`src/mws_defs.vh`:
```
// constants and field positions of the motion word and safe stop block
// Function
// RULE_01 - motion profile selects motion bit meanings
// RULE_02 - command bits 0-8: preset, coast, quick, run
// RULE_03 - command bits 9-15: relative, valid, homing, setup
// RULE_04 - command bits 0-2, 12-15 reassignable
// RULE_05 - target inversion negates configured target
// RULE_06 - state word basic status bits
// RULE_07 - bit 4 and output show homing done
// RULE_08 - bit 8 and output show on target
// RULE_09 - bit 10 shows frequency within limits
// RULE_10 - state bits 5, 12-15 reassignable
// RULE_11 - output shows negative ramped speed reference
// RULE_12 - output carries virtual master direction
// RULE_13 - position error flag on excess tracking
// RULE_14 - position limit at min or max
// RULE_15 - touch on target and touch active flags
// RULE_16 - torque off cuts output immediately
// RULE_17 - controlled stop ramps then torque off
// RULE_18 - controlled stop ramp or time variant
// RULE_19 - speed limit guard trips torque off
// RULE_20 - speed guard with or without ramp-down
// RULE_21 - max speed guard runs without input
// RULE_22 - torque off blocks re-energising commands
`ifndef MWS_DEFS_VH
`define MWS_DEFS_VH
// profile selection codes
`define MWS_PROF_DEFAULT     2'h0
`define MWS_PROF_MOTION      2'h3
// command word bit positions
`define MWS_CW_NO_COAST      3
`define MWS_CW_NO_QSTOP      4
`define MWS_CW_EN_REF        5
`define MWS_CW_START         6
`define MWS_CW_RESET         7
`define MWS_CW_JOG           8
`define MWS_CW_RELATIVE      9
`define MWS_CW_VALID         10
`define MWS_CW_HOMING        11
`define MWS_CW_TOUCH         12
`define MWS_CW_SETUP_LO      13
`define MWS_CW_REVERSE       15
// reassignable command functions
`define MWS_CF_DEFAULT       4'h0
`define MWS_CF_HOMING        4'hB
`define MWS_CF_TOUCH         4'hC
`define MWS_CF_SYNC_POS      4'hD
`define MWS_CF_RAMP2         4'hE
`define MWS_CF_RELAY1        4'hF
`define MWS_CF_RELAY2        4'h1
`define MWS_CF_SPEED_MODE    4'h2
`define MWS_CF_VMASTER       4'h3
`define MWS_CF_MOFFSET       4'h4
`define MWS_CF_TGT_INV       4'h5
`define MWS_CF_HOME_SENS     4'h6
`define MWS_CF_TOUCH_SENS    4'h7
// reassignable state functions
`define MWS_SF_DEFAULT       3'h0
`define MWS_SF_POS_ERR       3'h4
`define MWS_SF_POS_LIM       3'h5
`define MWS_SF_TOUCH_TGT     3'h6
`define MWS_SF_TOUCH_ACT     3'h7
// controlled stop variants
`define MWS_SS_RAMP          1'b0
`define MWS_SS_TIME          1'b1
// ramp timing
`define MWS_RAMP_STEP_NS     1000
`define MWS_RAMP_STEP_CYC    (`MWS_RAMP_STEP_NS / 10)
`define MWS_STOP_TIME_MS     100
`define MWS_STOP_TIME_CYC    ((`MWS_STOP_TIME_MS * 1000000) / 10)
`endif

```
`src/mws_motion_word.v`:
```
// motion command decoder, state word builder and safe stop sequencer
`timescale 1ns/10ps
`include "mws_defs.vh"
module mws_motion_word #(
  parameter PW        = 32,               // position width
  parameter SW        = 16,               // speed width
  parameter STOP_CYC  = `MWS_STOP_TIME_CYC
) (
  // clock and reset
  input  wire          SYS_CLK,
  input  wire          RESETN,
  // word interface
  input  wire [15:0]   COMMAND_WORD,
  output reg  [15:0]   STATE_WORD,
  // configuration
  input  wire [1:0]    PROFILE_SEL,
  input  wire [27:0]   CMD_SLOT_SEL,     // 7 slots x 4 bits
  input  wire [14:0]   STATE_SLOT_SEL,   // 5 slots x 3 bits
  input  wire          SS_VARIANT,
  input  wire          SLS_RAMP_EN,
  input  wire          SMS_EN,
  input  wire          BUS_CONTROL,
  // safety requests
  input  wire          TORQUE_OFF_REQ,
  input  wire          CTRL_STOP_REQ,
  input  wire          SLS_REQ,
  // drive state
  input  wire          CONTROL_READY,
  input  wire          DRIVE_READY,
  input  wire          TRIP,
  input  wire          TRIP_LOCK,
  input  wire          WARNING,
  input  wire          AUTO_START_STOP,
  input  wire          VOLT_EXCEED,
  input  wire          TORQUE_EXCEED,
  input  wire          TIMER_EXCEED,
  input  wire          HOMING_COMPLETE,
  input  wire          SYNC_MODE,
  input  wire          SYNC_ALIGNED,
  // positions and speeds
  input  wire [PW-1:0] TARGET_POS,
  input  wire [PW-1:0] AXIS_POS,
  input  wire [PW-1:0] POS_MIN,
  input  wire [PW-1:0] POS_MAX,
  input  wire [PW-1:0] TRACK_ERR,
  input  wire [PW-1:0] MAX_POS_ERR,
  input  wire [SW-1:0] RAMP_SPEED_REF,
  input  wire [SW-1:0] MOTOR_SPEED,
  input  wire [SW-1:0] SLS_LIMIT,
  input  wire [SW-1:0] SMS_LIMIT,
  input  wire [SW-1:0] FREQ_OUT,
  input  wire [SW-1:0] FREQ_LOW,
  input  wire [SW-1:0] FREQ_HIGH,
  input  wire          VMASTER_DIR,
  // decoded commands
  output reg  [2:0]    PRESET_REF,
  output reg  [1:0]    SETUP_SEL,
  output reg           RUN_ENABLE,
  output reg           JOG,
  output reg           QUICK_STOP,
  output reg           FAULT_RESET,
  output reg           RELATIVE_POS,
  output reg           DATA_VALID,
  output reg           REVERSE,
  output reg  [11:0]   AUX_FUNC,
  output reg  [PW-1:0] EFF_TARGET,
  // discrete status
  output reg           HOMING_DONE,
  output reg           ON_TARGET,
  output reg           POS_ERROR,
  output reg           POS_LIMIT,
  output reg           TOUCH_ON_TARGET,
  output reg           TOUCH_ACTIVE,
  output reg           REVERSE_AFTER_RAMP,
  output reg           VMASTER_DIR_OUT,
  // motor power stage
  output reg           MOTOR_OUT_EN,
  output reg           RAMP_DOWN,
  output reg           TORQUE_OFF
);
  // safe stop sequencer overview:
  //   run  - power stage energised, commands obeyed
  //   ramp - power kept, speed brought down under control
  //   off  - power cut at once, motor coasts
  //   idle - power still cut, waiting for start to drop
  // the idle step stops a start bit that was held through a
  // trip from re-energising the motor by itself; the master
  // must take start low before the drive runs again
  // reset lands in off, so power is never on at wake-up
  // guards are compared on speed magnitude, so direction
  // does not matter; the most negative speed reads as large
  // limitation: the ramp itself is done by the speed loop,
  // this block only asks for it and watches the outcome
  // sequencer states, one-hot
  localparam ST_RUN  = 4'b0001;
  localparam ST_RAMP = 4'b0010;
  localparam ST_OFF  = 4'b0100;
  localparam ST_IDLE = 4'b1000;

  reg          rst_s1, rst_n;            // reset release chain
  reg  [3:0]   state, next_state;        // stop sequencer
  reg  [31:0]  stop_cnt;                 // time-based stop timer
  reg  [11:0]  next_aux;                 // reassigned functions
  reg          touch_sel;                // touch probe request
  reg          homing_req;               // homing request
  reg          inv_req;                  // target inversion
  wire         motion;                   // motion profile active
  wire         coast_cmd;                // coast from word
  wire         speed_stop;               // motor at standstill
  wire         sls_over, sms_over;       // guard comparisons
  wire [SW-1:0] spd_abs;                 // speed magnitude
  wire [4:0]   slot_bit;                 // reassigned state bits
  wire [4:0]   slot_dflt;                // default state bits
  wire         pos_err_w, pos_lim_w;
  integer      i;

  // reset released through two flops
  always @(posedge SYS_CLK or negedge RESETN) begin
    if (!RESETN) begin
      rst_s1 <= 1'b0;
      rst_n  <= 1'b0;
    end else begin
      rst_s1 <= 1'b1;
      rst_n  <= rst_s1;
    end
  end

  assign motion     = (PROFILE_SEL == `MWS_PROF_MOTION); // RULE_01
  assign coast_cmd  = !COMMAND_WORD[`MWS_CW_NO_COAST];   // RULE_02
  // magnitude of signed motor speed
  assign spd_abs    = MOTOR_SPEED[SW-1] ? (~MOTOR_SPEED + 1'b1)
                                        : MOTOR_SPEED;
  assign speed_stop = (spd_abs == {SW{1'b0}});
  assign sls_over   = SLS_REQ && (spd_abs > SLS_LIMIT);  // RULE_19
  assign sms_over   = SMS_EN && (spd_abs > SMS_LIMIT);   // RULE_21
  // tracking error and limits, signed compare
  assign pos_err_w  = $signed(TRACK_ERR) > $signed(MAX_POS_ERR); // RULE_13
  assign pos_lim_w  = ($signed(AXIS_POS) <= $signed(POS_MIN)) ||
                      ($signed(AXIS_POS) >= $signed(POS_MAX)); // RULE_14

  // reassignable command slots: bits 0-2 then 12-15
  always @* begin
    next_aux   = 12'h000;
    touch_sel  = 1'b0;
    homing_req = 1'b0;
    inv_req    = 1'b0;
    for (i = 0; i < 7; i = i + 1) begin
      if (COMMAND_WORD[(i < 3) ? i : i + 9]) begin
        case (CMD_SLOT_SEL[i*4 +: 4])                    // RULE_04
          `MWS_CF_HOMING:     homing_req   = 1'b1;
          `MWS_CF_TOUCH:      touch_sel    = 1'b1;
          `MWS_CF_SYNC_POS:   next_aux[0]  = 1'b1;
          `MWS_CF_RAMP2:      next_aux[1]  = 1'b1;
          `MWS_CF_RELAY1:     next_aux[2]  = 1'b1;
          `MWS_CF_RELAY2:     next_aux[3]  = 1'b1;
          `MWS_CF_SPEED_MODE: next_aux[4]  = 1'b1;
          `MWS_CF_VMASTER:    next_aux[5]  = 1'b1;
          `MWS_CF_MOFFSET:    next_aux[6]  = 1'b1;
          `MWS_CF_TGT_INV:    inv_req      = 1'b1;
          `MWS_CF_HOME_SENS:  next_aux[7]  = 1'b1;
          `MWS_CF_TOUCH_SENS: next_aux[8]  = 1'b1;
          default:            next_aux[11] = next_aux[11];
        endcase
      end
    end
    // default meanings of fixed bits in motion profile
    if (motion) begin
      if (COMMAND_WORD[`MWS_CW_HOMING])
        homing_req = 1'b1;                               // RULE_03
      if (CMD_SLOT_SEL[12 +: 4] == `MWS_CF_DEFAULT &&
          COMMAND_WORD[`MWS_CW_TOUCH])
        touch_sel = 1'b1;
    end
    next_aux[9]  = homing_req;
    next_aux[10] = touch_sel;
    next_aux[11] = inv_req;
  end

  // stop sequencer next state
  always @* begin
    next_state = state;
    case (state)
      ST_RUN: begin
        // any over-limit wins over a ramp request
        if (TORQUE_OFF_REQ || sls_over || sms_over)
          next_state = ST_OFF;                           // RULE_16
        // speed guard with ramp-down ramps on activation
        else if (CTRL_STOP_REQ || (SLS_REQ && SLS_RAMP_EN))
          next_state = ST_RAMP;                          // RULE_20
      end
      ST_RAMP: begin
        // guards still supervise while ramping
        if (TORQUE_OFF_REQ || sls_over || sms_over)
          next_state = ST_OFF;
        else if (SS_VARIANT == `MWS_SS_RAMP ? speed_stop
                 : (stop_cnt >= STOP_CYC - 1))
          next_state = ST_OFF;                           // RULE_17 RULE_18
      end
      ST_OFF: begin
        if (!TORQUE_OFF_REQ && !CTRL_STOP_REQ && !sls_over &&
            !sms_over && speed_stop)
          next_state = ST_IDLE;
      end
      ST_IDLE: begin
        // re-arming needs start released first
        // a guard over its limit keeps the power cut
        if (TORQUE_OFF_REQ || sls_over || sms_over)
          next_state = ST_OFF;
        else if (!COMMAND_WORD[`MWS_CW_START] &&
                 !COMMAND_WORD[`MWS_CW_JOG])
          next_state = ST_RUN;                           // RULE_22
      end
      default: next_state = ST_OFF;
    endcase
  end

  // sequencer state and stop timer
  always @(posedge SYS_CLK or negedge rst_n) begin
    if (!rst_n) begin
      state    <= ST_OFF;
      stop_cnt <= 32'h0000_0000;
    end else begin
      state <= next_state;
      if (state == ST_RAMP)
        stop_cnt <= stop_cnt + 32'h0000_0001;
      else
        stop_cnt <= 32'h0000_0000;
    end
  end

  // five reassignable state slots: bit 5 then 12-15
  assign slot_dflt = {TIMER_EXCEED, TORQUE_EXCEED, VOLT_EXCEED,
                      AUTO_START_STOP, 1'b0};
  genvar g;
  generate
    for (g = 0; g < 5; g = g + 1) begin : g_slot
      mws_slot_mux u_slot (
        .sel       (STATE_SLOT_SEL[g*3 +: 3]),
        .dflt      (slot_dflt[g]),
        .pos_err   (pos_err_w),
        .pos_lim   (pos_lim_w),
        .touch_tgt (TOUCH_ON_TARGET),
        .touch_act (TOUCH_ACTIVE),
        .bit_out   (slot_bit[g])
      );
    end
  endgenerate

  // registered command decode, status and power control
  always @(posedge SYS_CLK or negedge rst_n) begin
    if (!rst_n) begin
      PRESET_REF         <= 3'h0;
      SETUP_SEL          <= 2'h0;
      RUN_ENABLE         <= 1'b0;
      JOG                <= 1'b0;
      QUICK_STOP         <= 1'b0;
      FAULT_RESET        <= 1'b0;
      RELATIVE_POS       <= 1'b0;
      DATA_VALID         <= 1'b0;
      REVERSE            <= 1'b0;
      AUX_FUNC           <= 12'h000;
      EFF_TARGET         <= {PW{1'b0}};
      HOMING_DONE        <= 1'b0;
      ON_TARGET          <= 1'b0;
      POS_ERROR          <= 1'b0;
      POS_LIMIT          <= 1'b0;
      TOUCH_ON_TARGET    <= 1'b0;
      TOUCH_ACTIVE       <= 1'b0;
      REVERSE_AFTER_RAMP <= 1'b0;
      VMASTER_DIR_OUT    <= 1'b0;
      MOTOR_OUT_EN       <= 1'b0;
      RAMP_DOWN          <= 1'b0;
      TORQUE_OFF         <= 1'b1;
      STATE_WORD         <= 16'h0000;
    end else begin
      // fixed command fields
      PRESET_REF   <= COMMAND_WORD[2:0];                 // RULE_02
      SETUP_SEL    <= COMMAND_WORD[`MWS_CW_SETUP_LO +: 2]; // RULE_03
      QUICK_STOP   <= !COMMAND_WORD[`MWS_CW_NO_QSTOP];
      FAULT_RESET  <= COMMAND_WORD[`MWS_CW_RESET];
      RELATIVE_POS <= motion & COMMAND_WORD[`MWS_CW_RELATIVE];
      DATA_VALID   <= COMMAND_WORD[`MWS_CW_VALID];
      REVERSE      <= COMMAND_WORD[`MWS_CW_REVERSE];
      AUX_FUNC     <= next_aux;
      // no run while torque is off; next state is used so run
      // drops on the same edge at which torque off rises
      RUN_ENABLE   <= (next_state == ST_RUN) & !coast_cmd &
                      COMMAND_WORD[`MWS_CW_START] &
                      (!motion | COMMAND_WORD[`MWS_CW_EN_REF]); // RULE_22
      JOG          <= (next_state == ST_RUN) & !coast_cmd &
                      COMMAND_WORD[`MWS_CW_JOG];         // RULE_22
      // target sign inversion
      EFF_TARGET   <= inv_req ? (~TARGET_POS + 1'b1)
                              : TARGET_POS;              // RULE_05
      // discrete status
      HOMING_DONE  <= HOMING_COMPLETE;                   // RULE_07
      ON_TARGET    <= SYNC_MODE ? SYNC_ALIGNED
                    : (AXIS_POS == EFF_TARGET);          // RULE_08
      POS_ERROR    <= pos_err_w;                         // RULE_13
      POS_LIMIT    <= pos_lim_w;                         // RULE_14
      TOUCH_ACTIVE <= touch_sel;                         // RULE_15
      TOUCH_ON_TARGET <= touch_sel & (AXIS_POS == EFF_TARGET); // RULE_15
      REVERSE_AFTER_RAMP <= RAMP_SPEED_REF[SW-1];        // RULE_11
      VMASTER_DIR_OUT    <= VMASTER_DIR;                 // RULE_12
      // power stage: off cuts at once, ramp keeps power
      // taken from next state so the cut costs one edge only
      // enable and torque off are exact opposites by design
      TORQUE_OFF   <= (next_state == ST_OFF) ||
                      (next_state == ST_IDLE);           // RULE_16
      RAMP_DOWN    <= (next_state == ST_RAMP);           // RULE_17
      MOTOR_OUT_EN <= (next_state == ST_RUN) ||
                      (next_state == ST_RAMP);
      // state word composition
      STATE_WORD[0]  <= CONTROL_READY;                   // RULE_06
      STATE_WORD[1]  <= DRIVE_READY;
      STATE_WORD[2]  <= !coast_cmd && (state == ST_RUN);
      STATE_WORD[3]  <= TRIP;
      STATE_WORD[4]  <= motion & HOMING_COMPLETE;        // RULE_07
      STATE_WORD[5]  <= slot_bit[0];                     // RULE_10
      STATE_WORD[6]  <= TRIP_LOCK;
      STATE_WORD[7]  <= WARNING;
      STATE_WORD[8]  <= motion & (SYNC_MODE ? SYNC_ALIGNED
                        : (AXIS_POS == EFF_TARGET));     // RULE_08
      STATE_WORD[9]  <= BUS_CONTROL;
      STATE_WORD[10] <= (FREQ_OUT >= FREQ_LOW) &&
                        (FREQ_OUT <= FREQ_HIGH);         // RULE_09
      STATE_WORD[11] <= RUN_ENABLE;
      STATE_WORD[15:12] <= slot_bit[4:1];                // RULE_10
    end
  end
endmodule // mws_motion_word

```
`src/mws_slot_mux.v`:
```
// one reassignable state word slot
`timescale 1ns/10ps
module mws_slot_mux (
  // selection
  input wire [2:0] sel,
  input wire       dflt,
  // candidate flags
  input wire       pos_err,
  input wire       pos_lim,
  input wire       touch_tgt,
  input wire       touch_act,
  // result
  output reg       bit_out
);
`include "mws_defs.vh"
  // pick the flag for this slot
  always @* begin
    case (sel)
      `MWS_SF_POS_ERR:   bit_out = pos_err;   // RULE_10
      `MWS_SF_POS_LIM:   bit_out = pos_lim;
      `MWS_SF_TOUCH_TGT: bit_out = touch_tgt;
      `MWS_SF_TOUCH_ACT: bit_out = touch_act;
      default:           bit_out = dflt;
    endcase
  end
endmodule // mws_slot_mux

```
`config.mk`:
```
export PLATFORM = sky130hd
export DESIGN_NAME = mws_motion_word
export DESIGN_NICKNAME = d
export VERILOG_FILES = /design/src/mws_motion_word.v /design/src/mws_slot_mux.v
export VERILOG_INCLUDE_DIRS = /design/src
export SDC_FILE = /design/constraint.sdc
export NUM_CORES = 1
export LEC_CHECK = 0
export ABC_CLOCK_PERIOD_IN_PS = 3500
export BUFFER_PORTS_ARGS = -buffer_cell sky130_fd_sc_hd__buf_2
export CAP_MARGIN = 20
export CELL_PAD_IN_SITES_DETAIL_PLACEMENT = 2
export CELL_PAD_IN_SITES_GLOBAL_PLACEMENT = 2
export CORE_AREA = 3 3 217 219
export DETAILED_ROUTE_END_ITERATION = 16
export DIE_AREA = 0 0 220 222
export PLACE_DENSITY = 0.8
export REMOVE_ABC_BUFFERS = 1
export SLEW_MARGIN = 25
export SYNTH_ARGS = -nofsm -noshare
export SYNTH_HDL_FRONTEND = slang
export SYNTH_HIERARCHICAL = 1
export SYNTH_SLANG_ARGS = --single-unit
```
`constraint.sdc`:
```
create_clock -name SYS_CLK -period 3.5 [get_ports SYS_CLK]
set_input_delay 0.525 -clock SYS_CLK [delete_from_list [all_inputs] [get_ports SYS_CLK]]
set_output_delay 0.525 -clock SYS_CLK [all_outputs]
set_load 0.01 [all_outputs]
```
Word level (Yosys, flattened, before mapping)
Cells that the tools add are included.
{"block": "classes", "bitwise": 11, "shift": 0, "n_div": 0, "n_eq_ne": 114, "addsub": 3, "muxes": 134, "reduce_logical": 27, "n_mul": 0, "n_lt_le_gt_ge": 8}
{"op": "4-bit equality test, second input constant", "n": 37}
{"op": "4-bit by 3-bit equality test with 1-bit output, second input constant", "n": 30}
{"op": "1-bit 2-to-1 mux", "n": 111}
{"op": "32-bit by 1-bit adder with 32-bit output, second input constant", "n": 2}
{"op": "4-bit by 2-bit equality test with 1-bit output, second input constant", "n": 16}
{"op": "32-bit 2-to-1 mux", "n": 2}
{"op": "9-bit 2-to-1 mux", "n": 7}
{"op": "3-bit equality test, second input constant", "n": 20}
{"op": "4-bit by 1-bit equality test with 1-bit output, second input constant", "n": 9}
{"op": "32-bit equality test", "n": 1}
{"op": "32-bit by 24-bit >= comparator with 1-bit output, second input constant", "n": 1}
{"op": "32-bit >= comparator", "n": 1}
{"op": "16-bit greater-than comparator", "n": 2}
{"op": "32-bit greater-than comparator", "n": 1}
{"op": "32-bit less-or-equal comparator", "n": 1}
{"op": "32-bit inverter", "n": 1}
{"op": "4-bit 2-to-1 mux", "n": 7}
{"op": "1-bit case mux with 4 select lines", "n": 5}
{"op": "16-bit by 1-bit adder with 16-bit output, second input constant", "n": 1}
{"op": "16-bit >= comparator", "n": 1}
{"op": "16-bit less-or-equal comparator", "n": 1}
{"op": "16-bit zero test", "n": 1}
{"op": "16-bit 2-to-1 mux", "n": 1}
{"op": "16-bit inverter", "n": 1}
{"op": "other kinds (8)", "n": 37}
{"block": "totals", "mem_bits_ro": 0, "mem_bits_rw": 0, "elab_cells": 324, "output_inout_bits": 83, "in_bits": 387, "mem_count": 0, "regBits": 121, "latchBits": 0}

Logic depth before layout (Yosys ltp)
{"block": "logic_depth", "ltp_word": 18, "depth_mapped": 14, "mapped_depth_nobuf": 14}

Modules after synthesis
The synthesis kept the hierarchy.
{"module": "mws_motion_word", "instances": 1, "seq_area_each_um2": 3005.4, "cells_each": 1231, "area_per_inst_um2": 10533.9}
{"module": "mws_slot_mux", "instances": 5, "seq_area_each_um2": 0.0, "cells_each": 6, "area_per_inst_um2": 51.3}

Least setup slack after synthesis
OpenSTA, ideal clock, no wires.
{"block": "synth_timing", "path_type": "in2reg", "from": "input port MOTOR_SPEED[15]", "to": "register MOTOR_OUT_EN", "setup_time_ns": 0.066, "path_stages": 13, "path_slack_ns": -0.147, "path_buffers": 3, "required_time_ns": 3.434, "arrival_time_ns": 3.581, "path_cell_list": "clkbuf_1 clkbuf_1 clkbuf_1 o21ai_0 xnor2_1 ha_1 nand4_1 or4_1 a21o_1 o41ai_1 o21ai_1 a311oi_1 o211a_1"}
{"block": "synth_via", "elab_chain_cells": 13, "elab_cells_between_ends": 25, "cone_classes": "add/sub: 1; order compare: 2; eq/ne: 2; mux: 8; bitwise: 1; reduce/logical: 11"}
{"item": "from (decl)", "line": "mws_motion_word.v:48", "rtl": "input wire [SW-1:0] MOTOR_SPEED,"}
{"item": "16-bit inverter", "line": "mws_motion_word.v:131", "rtl": "assign spd_abs = MOTOR_SPEED[SW-1] ? (~MOTOR_SPEED + 1'b1)"}
{"item": "16-bit by 1-bit adder with 16-bit output", "line": "mws_motion_word.v:131"}
{"item": "16-bit 2-to-1 mux *", "line": "mws_motion_word.v:131"}
{"item": "16-bit greater-than comparator", "line": "mws_motion_word.v:134", "rtl": "assign sls_over = SLS_REQ && (spd_abs > SLS_LIMIT);"}
{"item": "1-bit logical AND", "line": "mws_motion_word.v:134"}
{"item": "1-bit zero test", "line": "mws_motion_word.v:200", "rtl": "if (!TORQUE_OFF_REQ && !CTRL_STOP_REQ && !sls_over &&"}
{"item": "1-bit logical AND (2 in series)", "line": "mws_motion_word.v:200"}
{"item": "1-bit logical AND", "line": "mws_motion_word.v:201", "rtl": "!sms_over && speed_stop)"}
{"item": "4-bit 2-to-1 mux", "line": "mws_motion_word.v:200"}
{"item": "4-bit case mux with 4 select lines *", "line": "mws_motion_word.v:182", "rtl": "case (state)"}
{"item": "4-bit by 1-bit equality test with 1-bit output / 4-bit by 2-bit equality test with 1-bit output (equally long branches)", "line": "mws_motion_word.v:311, mws_motion_word.v:312"}
{"item": "1-bit logical OR *", "line": "mws_motion_word.v:311", "rtl": "MOTOR_OUT_EN <= (next_state == ST_RUN) ||"}
{"item": "to (signal assigned)", "line": "mws_motion_word.v:311"}
{"item": "to (decl)", "line": "mws_motion_word.v:77", "rtl": "output reg MOTOR_OUT_EN,"}
Every way passes the cells marked *; elsewhere a longest branch is shown, timed or not.

Final worst setup path
{"block": "layout_timing", "from": "input port MOTOR_SPEED[8]", "to": "register RUN_ENABLE"}
{"block": "layout_via", "elab_chain_cells": 15, "elab_cells_between_ends": 26, "cone_classes": "add/sub: 1; order compare: 2; eq/ne: 1; mux: 8; bitwise: 4; reduce/logical: 10"}
{"item": "16-bit inverter", "line": "mws_motion_word.v:131"}
{"item": "16-bit by 1-bit adder with 16-bit output", "line": "mws_motion_word.v:131"}
{"item": "16-bit 2-to-1 mux *", "line": "mws_motion_word.v:131"}
{"item": "16-bit greater-than comparator", "line": "mws_motion_word.v:134"}
{"item": "1-bit logical AND", "line": "mws_motion_word.v:134"}
{"item": "1-bit zero test", "line": "mws_motion_word.v:200"}
{"item": "1-bit logical AND (2 in series)", "line": "mws_motion_word.v:200"}
{"item": "1-bit logical AND", "line": "mws_motion_word.v:201"}
{"item": "4-bit 2-to-1 mux", "line": "mws_motion_word.v:200"}
{"item": "4-bit case mux with 4 select lines *", "line": "mws_motion_word.v:182"}
{"item": "named net next_state[0]", "line": "mws_motion_word.v:101", "rtl": "reg [3:0] state, next_state;"}
{"item": "4-bit by 1-bit equality test with 1-bit output *", "line": "mws_motion_word.v:287", "rtl": "RUN_ENABLE <= (next_state == ST_RUN) & !coast_cmd &"}
{"item": "1-bit bitwise AND * (3 in series)", "line": "mws_motion_word.v:287"}
{"item": "to (signal assigned)", "line": "mws_motion_word.v:287"}
{"item": "to (decl)", "line": "mws_motion_word.v:58", "rtl": "output reg RUN_ENABLE,"}
Mark *: on every way through the listed nets, which the timed path passes. The rest lies on a longest branch.

==> impl_metrics.json <==
{
  "maxCapViolCount": 0,
  "critPathMostFrequentCell": "buf_4",
  "cts_sinks": 120,
  "r2r_cells": 7,
  "yosysSeqAreaShare_pct": 27.9,
  "final_layout_size_suffix_gt1_share_pct": 32.2,
  "wl_per_cell_um": 21.7,
  "antenna_found_initial": 24,
  "most-common-layout-cells": "buf_2, inv_1, ha_1, dfrtp_1, nor2_1",
  "dr_wl_met2_um": 26400,
  "path_clk_slew_ps": 60,
  "clockRootBuffer": "clkbuf_16",
  "worstReg2RegEnd": "stop_cnt[26]$_DFF_PN0_",
  "grt_pass1_wl_um": 77500,
  "highest_layer": "met5",
  "status": "finished clean",
  "yosysUniqueCellTypes": 83,
  "vias": 11800,
  "drt_iter0_markers": 409,
  "async_reset_ff_share_pct": 100,
  "core_area_mm2": 0.0453,
  "crit_arrival_ps": 3690,
  "p_leak_nw": 7.53,
  "hold_viol_final": 0,
  "rsz0062_at_grt": "false",
  "cts.htree.levels": 4,
  "worstHoldEndpoint": "VMASTER_DIR_OUT$_DFF_PN0_",
  "hold_class": "in2reg",
  "post-route-period-util_pct": 94.1,
  "num_rows": 78,
  "powerDensity_mw_per_mm2": 333,
  "routed-wl-met3_um": 3410,
  "fin_crit_ps": 3290,
  "critPathMaxStageDelay_ps": 480,
  "syn_inst": 1261,
  "syn2layout_area_growth_pct": 36.8,
  "ios": 470,
  "grt_max_degree": 54,
  "post_cts_buffers": 0,
  "die_area_mm2": 0.0488,
  "peakVddDrop_mv": 0.335,
  "setup-violations-final": 0,
  "slew-limit-headroom_pct": 38.4,
  "path_cells": "buf_2 -> nor4_2 -> nand4b_1 -> nor4bb_1 -> ha_1 -> buf_4 -> a21oi_1 -> o21ai_0 -> o41ai_1 -> o21ai_1 -> buf_4 -> nor2_1 -> o2111a_1",
  "post-route-drc-count": 0,
  "cp_slowest_cell": "nor4bb_1",
  "synthDominantCellAreaShare_pct": 27.4,
  "numCtsBuffers": 17,
  "finClkSkew_ps": 10.7,
  "end_kind": "flip-flop",
  "clk_latency_ps": 450,
  "worstPathRequired_ps": 3890,
  "place.gp.congestion": 0.899,
  "avgSynthCellArea_um2": 8.56,
  "ctsLongestPathBuffers": 2,
  "start_util_pct": 23.8,
  "multiInputGateArea_mm2": 0.00706,
  "crit_type": "in2reg",
  "drt-met1-wl_um": 20000,
  "via_per_inst": 4.91,
  "synth-seq-cells": 120,
  "seqCellArea_mm2": 0.00301,
  "cts_tree": "yes",
  "setup_tns_ps": 0,
  "grt_pass1_vias": 13400,
  "fillers": 5335,
  "syn_area_mm2": 0.0108,
  "wl_um": 52100,
  "critPathMaxFanout": 5,
  "synthTopCellsByArea": "dfrtp_1, ha_1, inv_1",
  "die_h_um": 222,
  "reg2reg_from": "stop_cnt[2]$_DFF_PN0_",
  "final_antenna_net_count": 0,
  "worstHoldStart": "VMASTER_DIR",
  "yosysTopAreaCell": "dfrtp_1",
  "floorplan.die.width_um": 220,
  "min_path_cells": 1,
  "synth-edff-count": 0,
  "grtUsageTotal_pct": 21.0,
  "tightestPinTransition_ps": 911,
  "reg2reg_slack_ps": 990,
  "synth_ff_type": "dfrtp_1",
  "yosysWarnings": 6,
  "cp-start-kind": "input pin",
  "place.port_buffers": 454,
  "fmax_mhz": 304,
  "grt-ovfl-total": 0,
  "nets": 2315,
  "drt_first_pass_iters": 4,
  "place_hpwl_um": 44800,
  "layout_commonest_cell": "buf_2",
  "power.total_mw": 4.92,
  "slew_viol_final": 0
}
-- metal layers --
metal,GRT usage (%),vias up
li1,-,5521
met1,22.5,5703
met2,37.6,404
met3,5.71,114
met4,10.1,14
met5,0,-
-- report_power, final --
part	internal, mW	switching, mW	leakage [nW]
logic	0.623	0.797	5.72
clock network	1.19	0.745	0.294
registers	1.48	0.0840	1.52
total	3.30	1.63	7.53
-- cells in the mapped netlist, drive strengths merged, types with 4 or more instances --
library cell and count:
xnor2 67, mux2i 8, nor2b 22, o22ai 13, o41ai 4, nand3 41, xor2 35, nor3 34
a211oi 10, clkbuf 11, a21oi 63, o21ai 59, nand3b 10, o21a 4, a2111oi 4, a22oi 4
o31ai 9, o311ai 8, nand2 64, or4 6, or3 23, or2 4, a21o 15, nor3b 9
and4 4, ha 163, inv 178, nand2b 19, nor4 14, mux2 7, nor2 90, o211ai 9
dfrtp 118, a31oi 5, and3 14, nand4 61
-- logic make-up after synthesis --
family	share of synthesized area [%]
buffers and inverters	6.78
adders and majority gates	18.9
DFF	27.9
muxes	1.65
AOI/OAI and AO/OA	14.5
xor gates and xnor gates	8.28
other	0.0696
and+or+nand+nor	22.0
-- worst max-delay path, delay by kind of cell --
kind | cells | cell delay [ps]
AOI/OAI and AO/OA | 5 | 1120
buffers and inverters | 3 | 450
adders and majority gates | 1 | 340
and+or+nand+nor | 4 | 1250
-- sequential cells by signal (all words and copies together), names as in the netlist, 2 cells and up --
| register | count |
|---|---|
| AUX_FUNC | 12 |
| PRESET_REF | 3 |
| state | 4 |
| stop_cnt | 32 |
| EFF_TARGET | 32 |
| SETUP_SEL | 2 |
| STATE_WORD | 16 |
-- final cells by class --
class	count	share of cell area (%)
Multi-Input combinational cell	949	47.8
Timing Repair Buffer	499	17.7
Inverter	178	4.53
Clock buffer	18	2.91
Antenna cell	16	0.271
Clock inverter	14	1.32
Sequential cell	120	20.4
Tap cell	600	5.09
-- worst max-delay path by stage --
stage,start,to,slack [ps],depth (start not counted)
after floorplan,rst_n$_DFF_PN0_,AUX_FUNC[0]$_DFF_PN0_,-90,0
after global placement,MOTOR_SPEED[8],RUN_ENABLE$_DFF_PN0_,-110,15
after detailed placement,MOTOR_SPEED[8],RUN_ENABLE$_DFF_PN0_,-290,15
after CTS,MOTOR_SPEED[8],RUN_ENABLE$_DFF_PN0_,200,15
after global routing,MOTOR_SPEED[8],state[2]$_DFF_PN1_,1,15
final,MOTOR_SPEED[8],RUN_ENABLE$_DFF_PN0_,210,13
-- stage by stage --
stage | cell area, um2 | util (%) | setup WS [ps] | std cells | hold slack [ps]
after floorplan | 10700 | - | -87.2 | 1247 | 229
after global placement | 14100 | 31.1 | -110 | 2345 | 311
after detailed placement | 14100 | 31.1 | -292 | 2345 | 321
after CTS | 14700 | 32.5 | 204 | 2378 | 130
after global routing | 14800 | 32.6 | 0.992 | 2393 | 140
final | 14800 | 32.6 | 206 | 2394 | 174
-- what timing repair did --
action                                 4_1_cts  5_1_grt
setup endpoints to repair                    0        5
gates resized for setup                      0        2
endpoints found under the hold margin        2        0
hold buffers                                 1        0
Power figures use the tool's default switching activity.
